## config.mk

```make
export PLATFORM = sky130hd
export DESIGN_NAME = phy_led_select_and_crossover_ctrl
export DESIGN_NICKNAME = d
export VERILOG_FILES = /design/src/inc/phy_led_xo_pkg.sv /design/src/design/phy_led_select_and_crossover_ctrl.sv
export SDC_FILE = /design/constraint.sdc
export NUM_CORES = 1
export LEC_CHECK = 0
export ABC_AREA = 1
export ABC_CLOCK_PERIOD_IN_PS = 2300
export BUFFER_PORTS_ARGS = -buffer_cell sky130_fd_sc_hd__buf_2
export CAP_MARGIN = 40
export CORE_UTILIZATION = 52
export DETAILED_ROUTE_END_ITERATION = 6
export GPL_TIMING_DRIVEN = 1
export PLACE_DENSITY_LB_ADDON = 0.25
export SYNTH_ARGS = -nofsm -noshare
export SYNTH_HDL_FRONTEND = slang
export SYNTH_SLANG_ARGS = --single-unit
```

## constraint.sdc

```tcl
create_clock -name i_sys_clk -period 2.3 [get_ports i_sys_clk]
set_clock_uncertainty 0.15 [all_clocks]
set_input_delay 0.115 -clock i_sys_clk [delete_from_list [all_inputs] [get_ports i_sys_clk]]
set_output_delay 0.115 -clock i_sys_clk [all_outputs]
set_load 0.005 [all_outputs]
```

## src/inc/phy_led_xo_pkg.sv

```systemverilog
// constants, layouts and reset values shared by the led/crossover block
package phy_led_xo_pkg;
    // ****************************************************************
    // register map
    // ****************************************************************
    localparam logic [31:0] LED_SOURCE_SELECT_ADDR = 32'h0000_0000;
    localparam logic [31:0] CROSSOVER_CONTROL_ADDR = 32'h0000_0004;
    localparam logic [1:0]  RESP_OKAY              = 2'h0;
    localparam logic [1:0]  RESP_SLVERR            = 2'h2;
    // ****************************************************************
    // led_source_select fields
    // ****************************************************************
    localparam int          FIRST_LED_LSB      = 0;
    localparam int          SECOND_LED_LSB     = 4;
    localparam logic [15:0] LED_SEL_RESET      = 16'h0010;
    localparam logic [3:0]  LED_LINK_GOOD      = 4'h0;
    localparam logic [3:0]  LED_ANY_ACT        = 4'h1;
    localparam logic [3:0]  LED_TX_ACT         = 4'h2;
    localparam logic [3:0]  LED_RX_ACT         = 4'h3;
    localparam logic [3:0]  LED_COLLISION      = 4'h4;
    localparam logic [3:0]  LED_SPEED_100      = 4'h5;
    localparam logic [3:0]  LED_SPEED_10       = 4'h6;
    localparam logic [3:0]  LED_FULL_DUPLEX    = 4'h7;
    localparam logic [3:0]  LED_LINK_BLINK     = 4'h8;
    // ****************************************************************
    // crossover_control fields
    // ****************************************************************
    localparam int          PD_ENABLE_BIT      = 7;
    localparam int          AUTO_ENABLE_BIT    = 6;
    localparam int          PAIR_STATE_BIT     = 5;
    localparam int          SEQ_DONE_BIT       = 4;
    localparam int          SEED_LSB           = 0;
    localparam logic        PD_ENABLE_RESET    = 1'h1;
    localparam logic        AUTO_ENABLE_RESET  = 1'h1;
    localparam logic        PAIR_STATE_RESET   = 1'h0;
    localparam logic [3:0]  SEED_RESET         = 4'h0;
    localparam logic [3:0]  DEFAULT_SEED       = 4'h5;
    // ****************************************************************
    // timing
    // ****************************************************************
    localparam int SYS_CLK_MHZ    = 200;
    localparam int SLOT_TIME_US   = 60;
    localparam int BLINK_HALF_MS  = 40;
    localparam int SLOT_CYCLES    = SLOT_TIME_US * SYS_CLK_MHZ;
    localparam int BLINK_CYCLES   = BLINK_HALF_MS * 1000 * SYS_CLK_MHZ;
endpackage

```

## src/design/phy_led_select_and_crossover_ctrl.sv

```systemverilog
// led source selection and mdi/pair_crossover_state crossover control with axi4-lite
`timescale 1ns/1ps

// Overview of operation
// - codes 0-4: link, activity, tx, rx, collision
// - codes 5-8: speeds, duplex, link with blink
// - second selector 7:4 reset 1, first 3:0
// - parallel detect allows switching, partner negotiating
// - auto enable bit turns switching on, off
// - pair bit shows crossed or straight state
// - pair bit read-only while auto enabled
// - pair bit write forces state when disabled
// - done flag set once sequence finished
// - seed bits steer attempts 9,8,5,4
// - zero seed replaced by pattern 0101
module phy_led_select_and_crossover_ctrl #(
    parameter int SLOT_CYCLES  = phy_led_xo_pkg::SLOT_CYCLES,
    parameter int BLINK_CYCLES = phy_led_xo_pkg::BLINK_CYCLES
) (
    input  wire logic        i_sys_clk,
    input  wire logic        i_reset,
    // axi4-lite slave
    input  wire logic [31:0] i_awaddr,
    input  wire logic        i_awvalid,
    output logic             o_awready,
    input  wire logic [31:0] i_wdata,
    input  wire logic [3:0]  i_wstrb,
    input  wire logic        i_wvalid,
    output logic             o_wready,
    output logic [1:0]       o_bresp,
    output logic             o_bvalid,
    input  wire logic        i_bready,
    input  wire logic [31:0] i_araddr,
    input  wire logic        i_arvalid,
    output logic             o_arready,
    output logic [31:0]      o_rdata,
    output logic [1:0]       o_rresp,
    output logic             o_rvalid,
    input  wire logic        i_rready,
    // phy status conditions
    input  wire logic        i_link_good,
    input  wire logic        i_rx_activity,
    input  wire logic        i_tx_activity,
    input  wire logic        i_collision,
    input  wire logic        i_speed_100,
    input  wire logic        i_full_duplex,
    input  wire logic        i_local_aneg_enable,
    input  wire logic        i_partner_aneg_seen,
    input  wire logic        i_signal_detect,
    // outputs
    output logic             o_first_led,
    output logic             o_second_led,
    output logic             o_pair_crossover_state
);
    // ****************************************************************
    // state
    // ****************************************************************
    typedef struct packed {
        logic        aw_hold;       // write address captured
        logic [31:0] aw_addr;       // captured write address
        logic        w_hold;        // write data captured
        logic [31:0] w_data;        // captured write data
        logic [3:0]  w_strb;        // captured byte enables
        logic        bvalid;        // write response pending
        logic [1:0]  bresp;         // write response code
        logic        rvalid;        // read data pending
        logic [31:0] rdata;         // read data
        logic [1:0]  rresp;         // read response code
        logic [15:0] led_sel;       // led_source_select contents
        logic        pd_en;         // parallel_detect_enable
        logic        auto_en;       // auto_crossover_enable
        logic        forced_state;  // software pair setting
        logic [3:0]  seed;          // crossover_seed
        logic        pair_state;    // automatic pair result
        logic        seq_done;      // crossover_sequence_done
        logic [3:0]  attempt;       // switching attempt number
        logic [31:0] slot_cnt;      // cycles within attempt
        logic [31:0] blink_cnt;     // blink half-period counter
        logic        blink_phase;   // blink on/off phase
        logic        first_led;     // registered led outputs
        logic        second_led;
    } state_s;

    state_s state_reg;   // registered state
    state_s state_next;  // next state

    logic   aw_take;     // address handshake
    logic   w_take;      // data handshake
    logic   ar_take;     // read address handshake
    logic   do_write;    // write performed this cycle
    logic   allowed;     // switching permitted now
    logic   pair_now;    // pair state as seen by software
    logic [3:0] eff_seed;  // seed actually used

    // ****************************************************************
    // decoding helpers
    // ****************************************************************
    // led level for one selector code
    function automatic logic led_level(input logic [3:0] sel,
                                       input logic blink);
        logic act;
        act = i_rx_activity | i_tx_activity;
        case (sel)
            phy_led_xo_pkg::LED_LINK_GOOD:   led_level = i_link_good;
            phy_led_xo_pkg::LED_ANY_ACT:     led_level = act;
            phy_led_xo_pkg::LED_TX_ACT:      led_level = i_tx_activity;
            phy_led_xo_pkg::LED_RX_ACT:      led_level = i_rx_activity;
            phy_led_xo_pkg::LED_COLLISION:   led_level = i_collision;
            phy_led_xo_pkg::LED_SPEED_100:   led_level = i_speed_100;
            phy_led_xo_pkg::LED_SPEED_10:    led_level = ~i_speed_100;
            phy_led_xo_pkg::LED_FULL_DUPLEX: led_level = i_full_duplex;
            // link on, activity turns it into a blink
            phy_led_xo_pkg::LED_LINK_BLINK:
                led_level = i_link_good & (~act | blink);
            default:                         led_level = 1'b0;
        endcase
    endfunction

    // pair choice for a given attempt number
    function automatic logic attempt_bit(input logic [3:0] n,
                                         input logic [3:0] s);
        case (n)
            4'h9:    attempt_bit = s[3];
            4'h8:    attempt_bit = s[2];
            4'h5:    attempt_bit = s[1];
            4'h4:    attempt_bit = s[0];
            default: attempt_bit = n[0];
        endcase
    endfunction

    // ****************************************************************
    // handshakes and derived levels
    // ****************************************************************
    assign o_awready = ~state_reg.aw_hold & ~state_reg.bvalid;
    assign o_wready  = ~state_reg.w_hold & ~state_reg.bvalid;
    assign o_arready = ~state_reg.rvalid;
    assign aw_take   = i_awvalid & o_awready;
    assign w_take    = i_wvalid & o_wready;
    assign ar_take   = i_arvalid & o_arready;
    assign do_write  = state_reg.aw_hold & state_reg.w_hold
                     & ~state_reg.bvalid;
    // zero seed falls back to the built-in pattern
    assign eff_seed  = (state_reg.seed == 4'h0) ?
                       phy_led_xo_pkg::DEFAULT_SEED :
                       state_reg.seed;
    // own negotiation, or parallel detect against a negotiating partner
    assign allowed   = state_reg.auto_en & (i_local_aneg_enable
                     | (state_reg.pd_en & i_partner_aneg_seen));
    assign pair_now  = state_reg.auto_en ? state_reg.pair_state
                     : state_reg.forced_state;

    // ****************************************************************
    // next-state logic
    // ****************************************************************
    always_comb begin
        state_next = state_reg;
        // write channel capture
        if (aw_take) begin
            state_next.aw_hold = 1'b1;
            state_next.aw_addr = i_awaddr;
        end
        if (w_take) begin
            state_next.w_hold = 1'b1;
            state_next.w_data = i_wdata;
            state_next.w_strb = i_wstrb;
        end
        // register write once both halves are in
        if (do_write) begin
            state_next.aw_hold = 1'b0;
            state_next.w_hold  = 1'b0;
            state_next.bvalid  = 1'b1;
            state_next.bresp   = phy_led_xo_pkg::RESP_OKAY;
            if (state_reg.aw_addr ==
                phy_led_xo_pkg::LED_SOURCE_SELECT_ADDR) begin
                if (state_reg.w_strb[0]) begin
                    state_next.led_sel[7:0] =
                        state_reg.w_data[7:0];
                end
                if (state_reg.w_strb[1]) begin
                    state_next.led_sel[15:8] = state_reg.w_data[15:8];
                end
            end else if (state_reg.aw_addr ==
                         phy_led_xo_pkg::CROSSOVER_CONTROL_ADDR) begin
                if (state_reg.w_strb[0]) begin
                    state_next.pd_en = state_reg.w_data[
                        phy_led_xo_pkg::PD_ENABLE_BIT];
                    state_next.auto_en = state_reg.w_data[
                        phy_led_xo_pkg::AUTO_ENABLE_BIT];
                    state_next.seed = state_reg.w_data[
                        phy_led_xo_pkg::SEED_LSB +: 4];
                    // pair bit only writable while auto is off
                    if (!state_reg.auto_en) begin
                        state_next.forced_state = state_reg.w_data[
                            phy_led_xo_pkg::PAIR_STATE_BIT];
                    end
                end
            end else begin
                state_next.bresp = phy_led_xo_pkg::RESP_SLVERR;
            end
        end
        if (state_reg.bvalid && i_bready) begin
            state_next.bvalid = 1'b0;
        end
        // read channel
        if (state_reg.rvalid && i_rready) begin
            state_next.rvalid = 1'b0;
        end
        if (ar_take) begin
            state_next.rvalid = 1'b1;
            state_next.rresp  = phy_led_xo_pkg::RESP_OKAY;
            state_next.rdata  = 32'h0000_0000;
            if (i_araddr == phy_led_xo_pkg::LED_SOURCE_SELECT_ADDR) begin
                state_next.rdata[15:0] = state_reg.led_sel;
            end else if (i_araddr ==
                         phy_led_xo_pkg::CROSSOVER_CONTROL_ADDR) begin
                state_next.rdata[phy_led_xo_pkg::PD_ENABLE_BIT] =
                    state_reg.pd_en;
                state_next.rdata[phy_led_xo_pkg::AUTO_ENABLE_BIT] =
                    state_reg.auto_en;
                state_next.rdata[phy_led_xo_pkg::PAIR_STATE_BIT] =
                    pair_now;
                state_next.rdata[phy_led_xo_pkg::SEQ_DONE_BIT] =
                    state_reg.seq_done;
                state_next.rdata[phy_led_xo_pkg::SEED_LSB +: 4] =
                    state_reg.seed;
            end else begin
                state_next.rresp = phy_led_xo_pkg::RESP_SLVERR;
            end
        end
        // crossover search sequence
        if (!state_reg.auto_en) begin
            // disabled: no sequence, flag low
            state_next.seq_done = 1'b0;
            state_next.attempt  = 4'h0;
            state_next.slot_cnt = 32'h0000_0000;
            state_next.pair_state = attempt_bit(4'h0, eff_seed);
        end else if (state_reg.seq_done) begin
            // signal lost: start over
            if (!i_signal_detect) begin
                state_next.seq_done = 1'b0;
                state_next.attempt  = 4'h0;
                state_next.slot_cnt = 32'h0000_0000;
            end
        end else if (allowed) begin
            if (i_signal_detect) begin
                state_next.seq_done = 1'b1;
            end else if (state_reg.slot_cnt ==
                         32'(SLOT_CYCLES - 1)) begin
                state_next.slot_cnt = 32'h0000_0000;
                state_next.attempt  = state_reg.attempt + 4'h1;
                state_next.pair_state = attempt_bit(
                    state_reg.attempt + 4'h1, eff_seed);
            end else begin
                state_next.slot_cnt = state_reg.slot_cnt + 32'h1;
            end
        end
        // blink timebase
        if (state_reg.blink_cnt == 32'(BLINK_CYCLES - 1)) begin
            state_next.blink_cnt   = 32'h0000_0000;
            state_next.blink_phase = ~state_reg.blink_phase;
        end else begin
            state_next.blink_cnt = state_reg.blink_cnt + 32'h1;
        end
        // led outputs
        state_next.first_led = led_level(
            state_reg.led_sel[phy_led_xo_pkg::FIRST_LED_LSB +: 4],
            state_reg.blink_phase);
        state_next.second_led = led_level(
            state_reg.led_sel[phy_led_xo_pkg::SECOND_LED_LSB +: 4],
            state_reg.blink_phase);
    end

    // ****************************************************************
    // state register
    // ****************************************************************
    always_ff @(posedge i_sys_clk) begin
        if (i_reset) begin
            state_reg <= '0;
            state_reg.led_sel <= phy_led_xo_pkg::LED_SEL_RESET;
            state_reg.pd_en <= phy_led_xo_pkg::PD_ENABLE_RESET;
            state_reg.auto_en <= phy_led_xo_pkg::AUTO_ENABLE_RESET;
            state_reg.forced_state <= phy_led_xo_pkg::PAIR_STATE_RESET;
            state_reg.seed <= phy_led_xo_pkg::SEED_RESET;
        end else begin
            state_reg <= state_next;
        end
    end

    // ****************************************************************
    // outputs
    // ****************************************************************
    assign o_bvalid = state_reg.bvalid;
    assign o_bresp  = state_reg.bresp;
    assign o_rvalid = state_reg.rvalid;
    assign o_rdata  = state_reg.rdata;
    assign o_rresp  = state_reg.rresp;
    assign o_first_led  = state_reg.first_led;
    assign o_second_led = state_reg.second_led;
    assign o_pair_crossover_state = pair_now;

    // ****************************************************************
    // assertions
    // ****************************************************************
    property p_led_collision;
        @(posedge i_sys_clk) disable iff (i_reset)
        (state_reg.led_sel[3:0] == phy_led_xo_pkg::LED_COLLISION)
            |=> (o_first_led == $past(i_collision));
    endproperty
    a_led_collision: assert property (p_led_collision)
        else $error("first led does not follow collision");

    property p_led_undefined;
        @(posedge i_sys_clk) disable iff (i_reset)
        (state_reg.led_sel[7:4] > 4'h8) |=> !o_second_led;
    endproperty
    a_led_undefined: assert property (p_led_undefined)
        else $error("second led lit on undefined code");

    property p_led_duplex;
        @(posedge i_sys_clk) disable iff (i_reset)
        (state_reg.led_sel[7:4] == 4'h7) |=>
            (o_second_led == $past(i_full_duplex));
    endproperty
    a_led_duplex: assert property (p_led_duplex)
        else $error("second led does not follow duplex");

    property p_reset_sel;
        @(posedge i_sys_clk) $fell(i_reset)
            |-> (state_reg.led_sel == phy_led_xo_pkg::LED_SEL_RESET);
    endproperty
    a_reset_sel: assert property (p_reset_sel)
        else $error("led selectors wrong after reset");

    property p_pair_forced;
        @(posedge i_sys_clk) disable iff (i_reset)
        // a write with switching off and staying off forces the pair
        (do_write && !state_reg.auto_en && state_reg.w_strb[0]
            && !state_reg.w_data[phy_led_xo_pkg::AUTO_ENABLE_BIT]
            && state_reg.aw_addr == phy_led_xo_pkg::CROSSOVER_CONTROL_ADDR)
            |=> (o_pair_crossover_state == $past(
                state_reg.w_data[phy_led_xo_pkg::PAIR_STATE_BIT]));
    endproperty
    a_pair_forced: assert property (p_pair_forced)
        else $error("pair state not forced value");

    property p_pair_ro;
        @(posedge i_sys_clk) disable iff (i_reset)
        (do_write && state_reg.auto_en) |=> $stable(state_reg.forced_state);
    endproperty
    a_pair_ro: assert property (p_pair_ro)
        else $error("pair bit written while auto on");

    property p_done_off;
        @(posedge i_sys_clk) disable iff (i_reset)
        !state_reg.auto_en |=> !state_reg.seq_done;
    endproperty
    a_done_off: assert property (p_done_off)
        else $error("done set with switching off");

    property p_no_switch;
        @(posedge i_sys_clk) disable iff (i_reset)
        (state_reg.auto_en && !allowed && !state_reg.seq_done)
            |=> $stable(state_reg.attempt);
    endproperty
    a_no_switch: assert property (p_no_switch)
        else $error("switching while not permitted");

    property p_seed_zero;
        @(posedge i_sys_clk) disable iff (i_reset)
        (state_reg.seed == 4'h0)
            |-> (eff_seed == phy_led_xo_pkg::DEFAULT_SEED);
    endproperty
    a_seed_zero: assert property (p_seed_zero)
        else $error("default seed not applied");

    property p_seed_attempt;
        @(posedge i_sys_clk) disable iff (i_reset)
        (state_reg.auto_en && $changed(state_reg.attempt)
            && state_reg.attempt == 4'h9)
            |-> (state_reg.pair_state == eff_seed[3]);
    endproperty
    a_seed_attempt: assert property (p_seed_attempt)
        else $error("attempt 9 ignores seed bit 3");

    c_write: cover property (@(posedge i_sys_clk) o_bvalid && i_bready);
    c_read: cover property (@(posedge i_sys_clk) o_rvalid && i_rready);
    c_done: cover property (@(posedge i_sys_clk) $rose(state_reg.seq_done));
    c_attempt: cover property (@(posedge i_sys_clk) state_reg.attempt == 4'h5);
endmodule

```

==> results.sh <==
export IMPL_cts_tree="yes"
export IMPL_crit_arrival_ns=2.33
export IMPL_coreArea_mm2=0.0161
export IMPL_cts_setup_buffers=0
export IMPL_power_w=0.00662
export IMPL_critPathRequiredTime_ns=2.47
export IMPL_layout_nets=1622
export IMPL_power_per_cell_area_mw_per_mm2=626
export IMPL_io_pins=160
export IMPL_grt_use_met2=0.431
export IMPL_clk_pin_slew_ns=0.06
export IMPL_worstMarginPinSlew_ns=0.814
export IMPL_ys_types=38
export IMPL_largest_reg_flops=146
export IMPL_layout_min_cycle_time_ns=2.16
export IMPL_cp_max_fo=10
export IMPL_hpwl_mm=15.0
export IMPL_grt_max_degree=66
export IMPL_clock_latency_ns=0.44
export IMPL_num_rows=46
export IMPL_max_vdd_ir_drop_v=0.000477
export IMPL_via_count=8818
export IMPL_numCtsBuffers=17
export IMPL_fmax_ghz=0.464
export IMPL_wl_per_cell_um=12.6
export IMPL_cts_root_buf="clkbuf_16"
export IMPL_setup_viol=0
export IMPL_rsz0062_at_grt="no"
export IMPL_antenna_cells=0
export IMPL_drive_above_1_share=0.134
export IMPL_cap_violations=0
export IMPL_place_congestion=0.895
export IMPL_die_x_um=131
export IMPL_finalWirelength_mm=21.9
export IMPL_drt_iter0_markers=745
export IMPL_grt_total_usage=0.255
export IMPL_setup_slack_ns=0.144
export IMPL_slew_headroom=0.456
export IMPL_die_h_um=131
export IMPL_hold_viol_final=0
export IMPL_grt_pass1_vias=8127
export IMPL_final_period_utilization=0.937
export IMPL_firstDrtPassIters=7
export IMPL_detail_route_antenna_nets=0
export IMPL_clock_sinks=168
export IMPL_leakage_nw=4.44
export IMPL_dpl_worst_slack_ns=0.325
export IMPL_clk_path_buf_depth=2
export IMPL_grt_busiest_layer="met2"
export IMPL_final_setup_tns_ns=0
export IMPL_status="completed"
export IMPL_avgSynthCellArea_um2=6.50
export IMPL_crit_buf_inv=3
export IMPL_grtUsageMet3=0.0552
export IMPL_path_delay_family="buffers and inverters"
export IMPL_htree_levels=4
export IMPL_initial_utilization=0.540
export IMPL_critPathCaptureType="register"
export IMPL_slowest_delay_ns=0.56
export IMPL_path_cells="dlygate4sd3_1, buf_2, nor2_1, nand3_1, nor2_1, nand2_1, nor2_2, nor2_2, nand2_1, a21oi_1, dlygate4sd3_1"
export IMPL_yosys_warnings=0
export IMPL_slew_viol_final=0
export IMPL_ys_seq_elements=168
export IMPL_grt_ovfl_total=0
export IMPL_die_area_mm2=0.0172
export IMPL_antenna_found_initial=0
export IMPL_netlist_instances=1337
export IMPL_use_met1=0.319
export IMPL_syn2layout_area_growth_pct=21.5
export IMPL_startpoint_type="primary input"
export IMPL_netlist_area_mm2=0.00869
export IMPL_drc=0
export IMPL_cp_slowest_cell="dlygate4sd3_1"
export IMPL_port_buffers=123
export IMPL_grt_pass1_wl_mm=36.7
export IMPL_seq_area_frac_synth=0.387
export IMPL_vias_per_cell=5.09
export IMPL_critical_path_class="primary input to register"
export IMPL_holdCritPathClass="primary input to register"
==> worst reg2reg max path, stage by stage, from the launching register on <==
cell     delay (ns)
dfxtp_1        0.37
ha_1           0.21
nand2_1        0.11
nor2_1         0.14
nand2_1        0.17
inv_2          0.11
nand3_1        0.10
o21ai_2        0.17
buf_4          0.26
a21oi_1        0.07
==> placed cells by master (no fill, tap or decap), types with 3 or more instances in the layout <==
cell type      count
nand2_1          289
nor2_1           246
a211oi_1          11
inv_1            164
nor2_2             8
clkinv_4           3
o21ai_0           96
buf_12             3
nand4_1           36
nor3b_1            3
nor3_2             3
o211ai_1           7
ha_1               4
buf_4             11
conb_1            18
nand3_1           55
clkbuf_16         17
or2_2             11
buf_2            123
dfxtp_1          168
dlygate4sd3_1     64
xor2_1             8
inv_6              5
nor3_1            25
xnor2_1            4
a21oi_1          104
nor2_4             3
==> metal layers <==
metal / part of all wire / up-vias
li1: - / 4558
met1: 0.45 / 3927
met2: 0.47 / 286
met3: 0.057 / 47
met4: 0.022 / 0
met5: 0 / -
==> power by group <==
part           switching (W)  internal (W)  total [W]  leakage, nW
Combinational       0.000406      0.000315   0.000721         2.80
Clock                0.00128       0.00153    0.00280        0.273
Sequential         0.0000562       0.00304    0.00309         1.37
==> what timing repair did <==
action                                  CTS  global route
hold buffers                             64             0
endpoints found under the hold margin    59             0
endpoints found under the setup margin    0             1
resized for setup                         0             2
==> synthesized netlist by cell type, drive strengths merged <==
cell	n	area, µm²
conb	1	3.75
ha	4	50.1
o21ai	97	489
o21a	1	7.51
nor3	28	155
o21bai	2	15.0
a211oi	11	82.6
nand3	56	293
a21oi	105	529
dfxtp	168	3360
xor2	8	70.1
xnor2	4	35.0
nand2	292	1110
nand3b	2	15.0
nor3b	3	22.5
nor2	257	1010
o211ai	7	52.6
a22oi	1	7.51
or2	11	68.8
inv	168	633
nand4	37	238
clkbuf	24	90.1
buf	48	345
nor4	2	12.5
==> stage by stage <==
step	instance area (µm²)	hold WS (ns)	util	std cells
2_1_floorplan	8760	0.0640	-	1354
3_3_place_gp	9350	0.158	0.580	1635
3_5_place_dp	9350	0.161	0.580	1635
4_1_cts	10600	0.00489	0.655	1731
5_1_grt	10600	0.0574	0.656	1731
6_report	10600	0.0138	0.656	1731
==> kinds of logic after synthesis <==
kind of cell    count (synthesis)  share of synthesized area
compound gates                224                      0.136
xor+xnor                       12                     0.0121
fa+ha+maj                       4                    0.00576
buf+inv                       240                      0.123
flops                         168                      0.387
other cells                     1                   0.000431
simple gates                  688                      0.336
==> final cells by class <==
class	instances	area, µm²
inverter	168	636
clock buffer	19	433
multi-input combinational	946	4330
fill	1423	5550
timing repair buffer	201	1400
tap	216	270
sequential	168	3360
clock inverter	13	138
==> path summary, 6_finish.rpt <==
check	start	end	slack (ns)	cells past startpoint
setup reg to reg	state_reg[3]	state_reg[20]	0.32	9
hold / removal	i_araddr[15]	o_rdata[5]	0.01	8
hold reg to reg	state_reg[177]	state_reg[177]	0.31	2
setup / recovery	i_araddr[2]	o_rresp[1]	0.14	11
No activity file was read; power rests on OpenSTA's default activity.
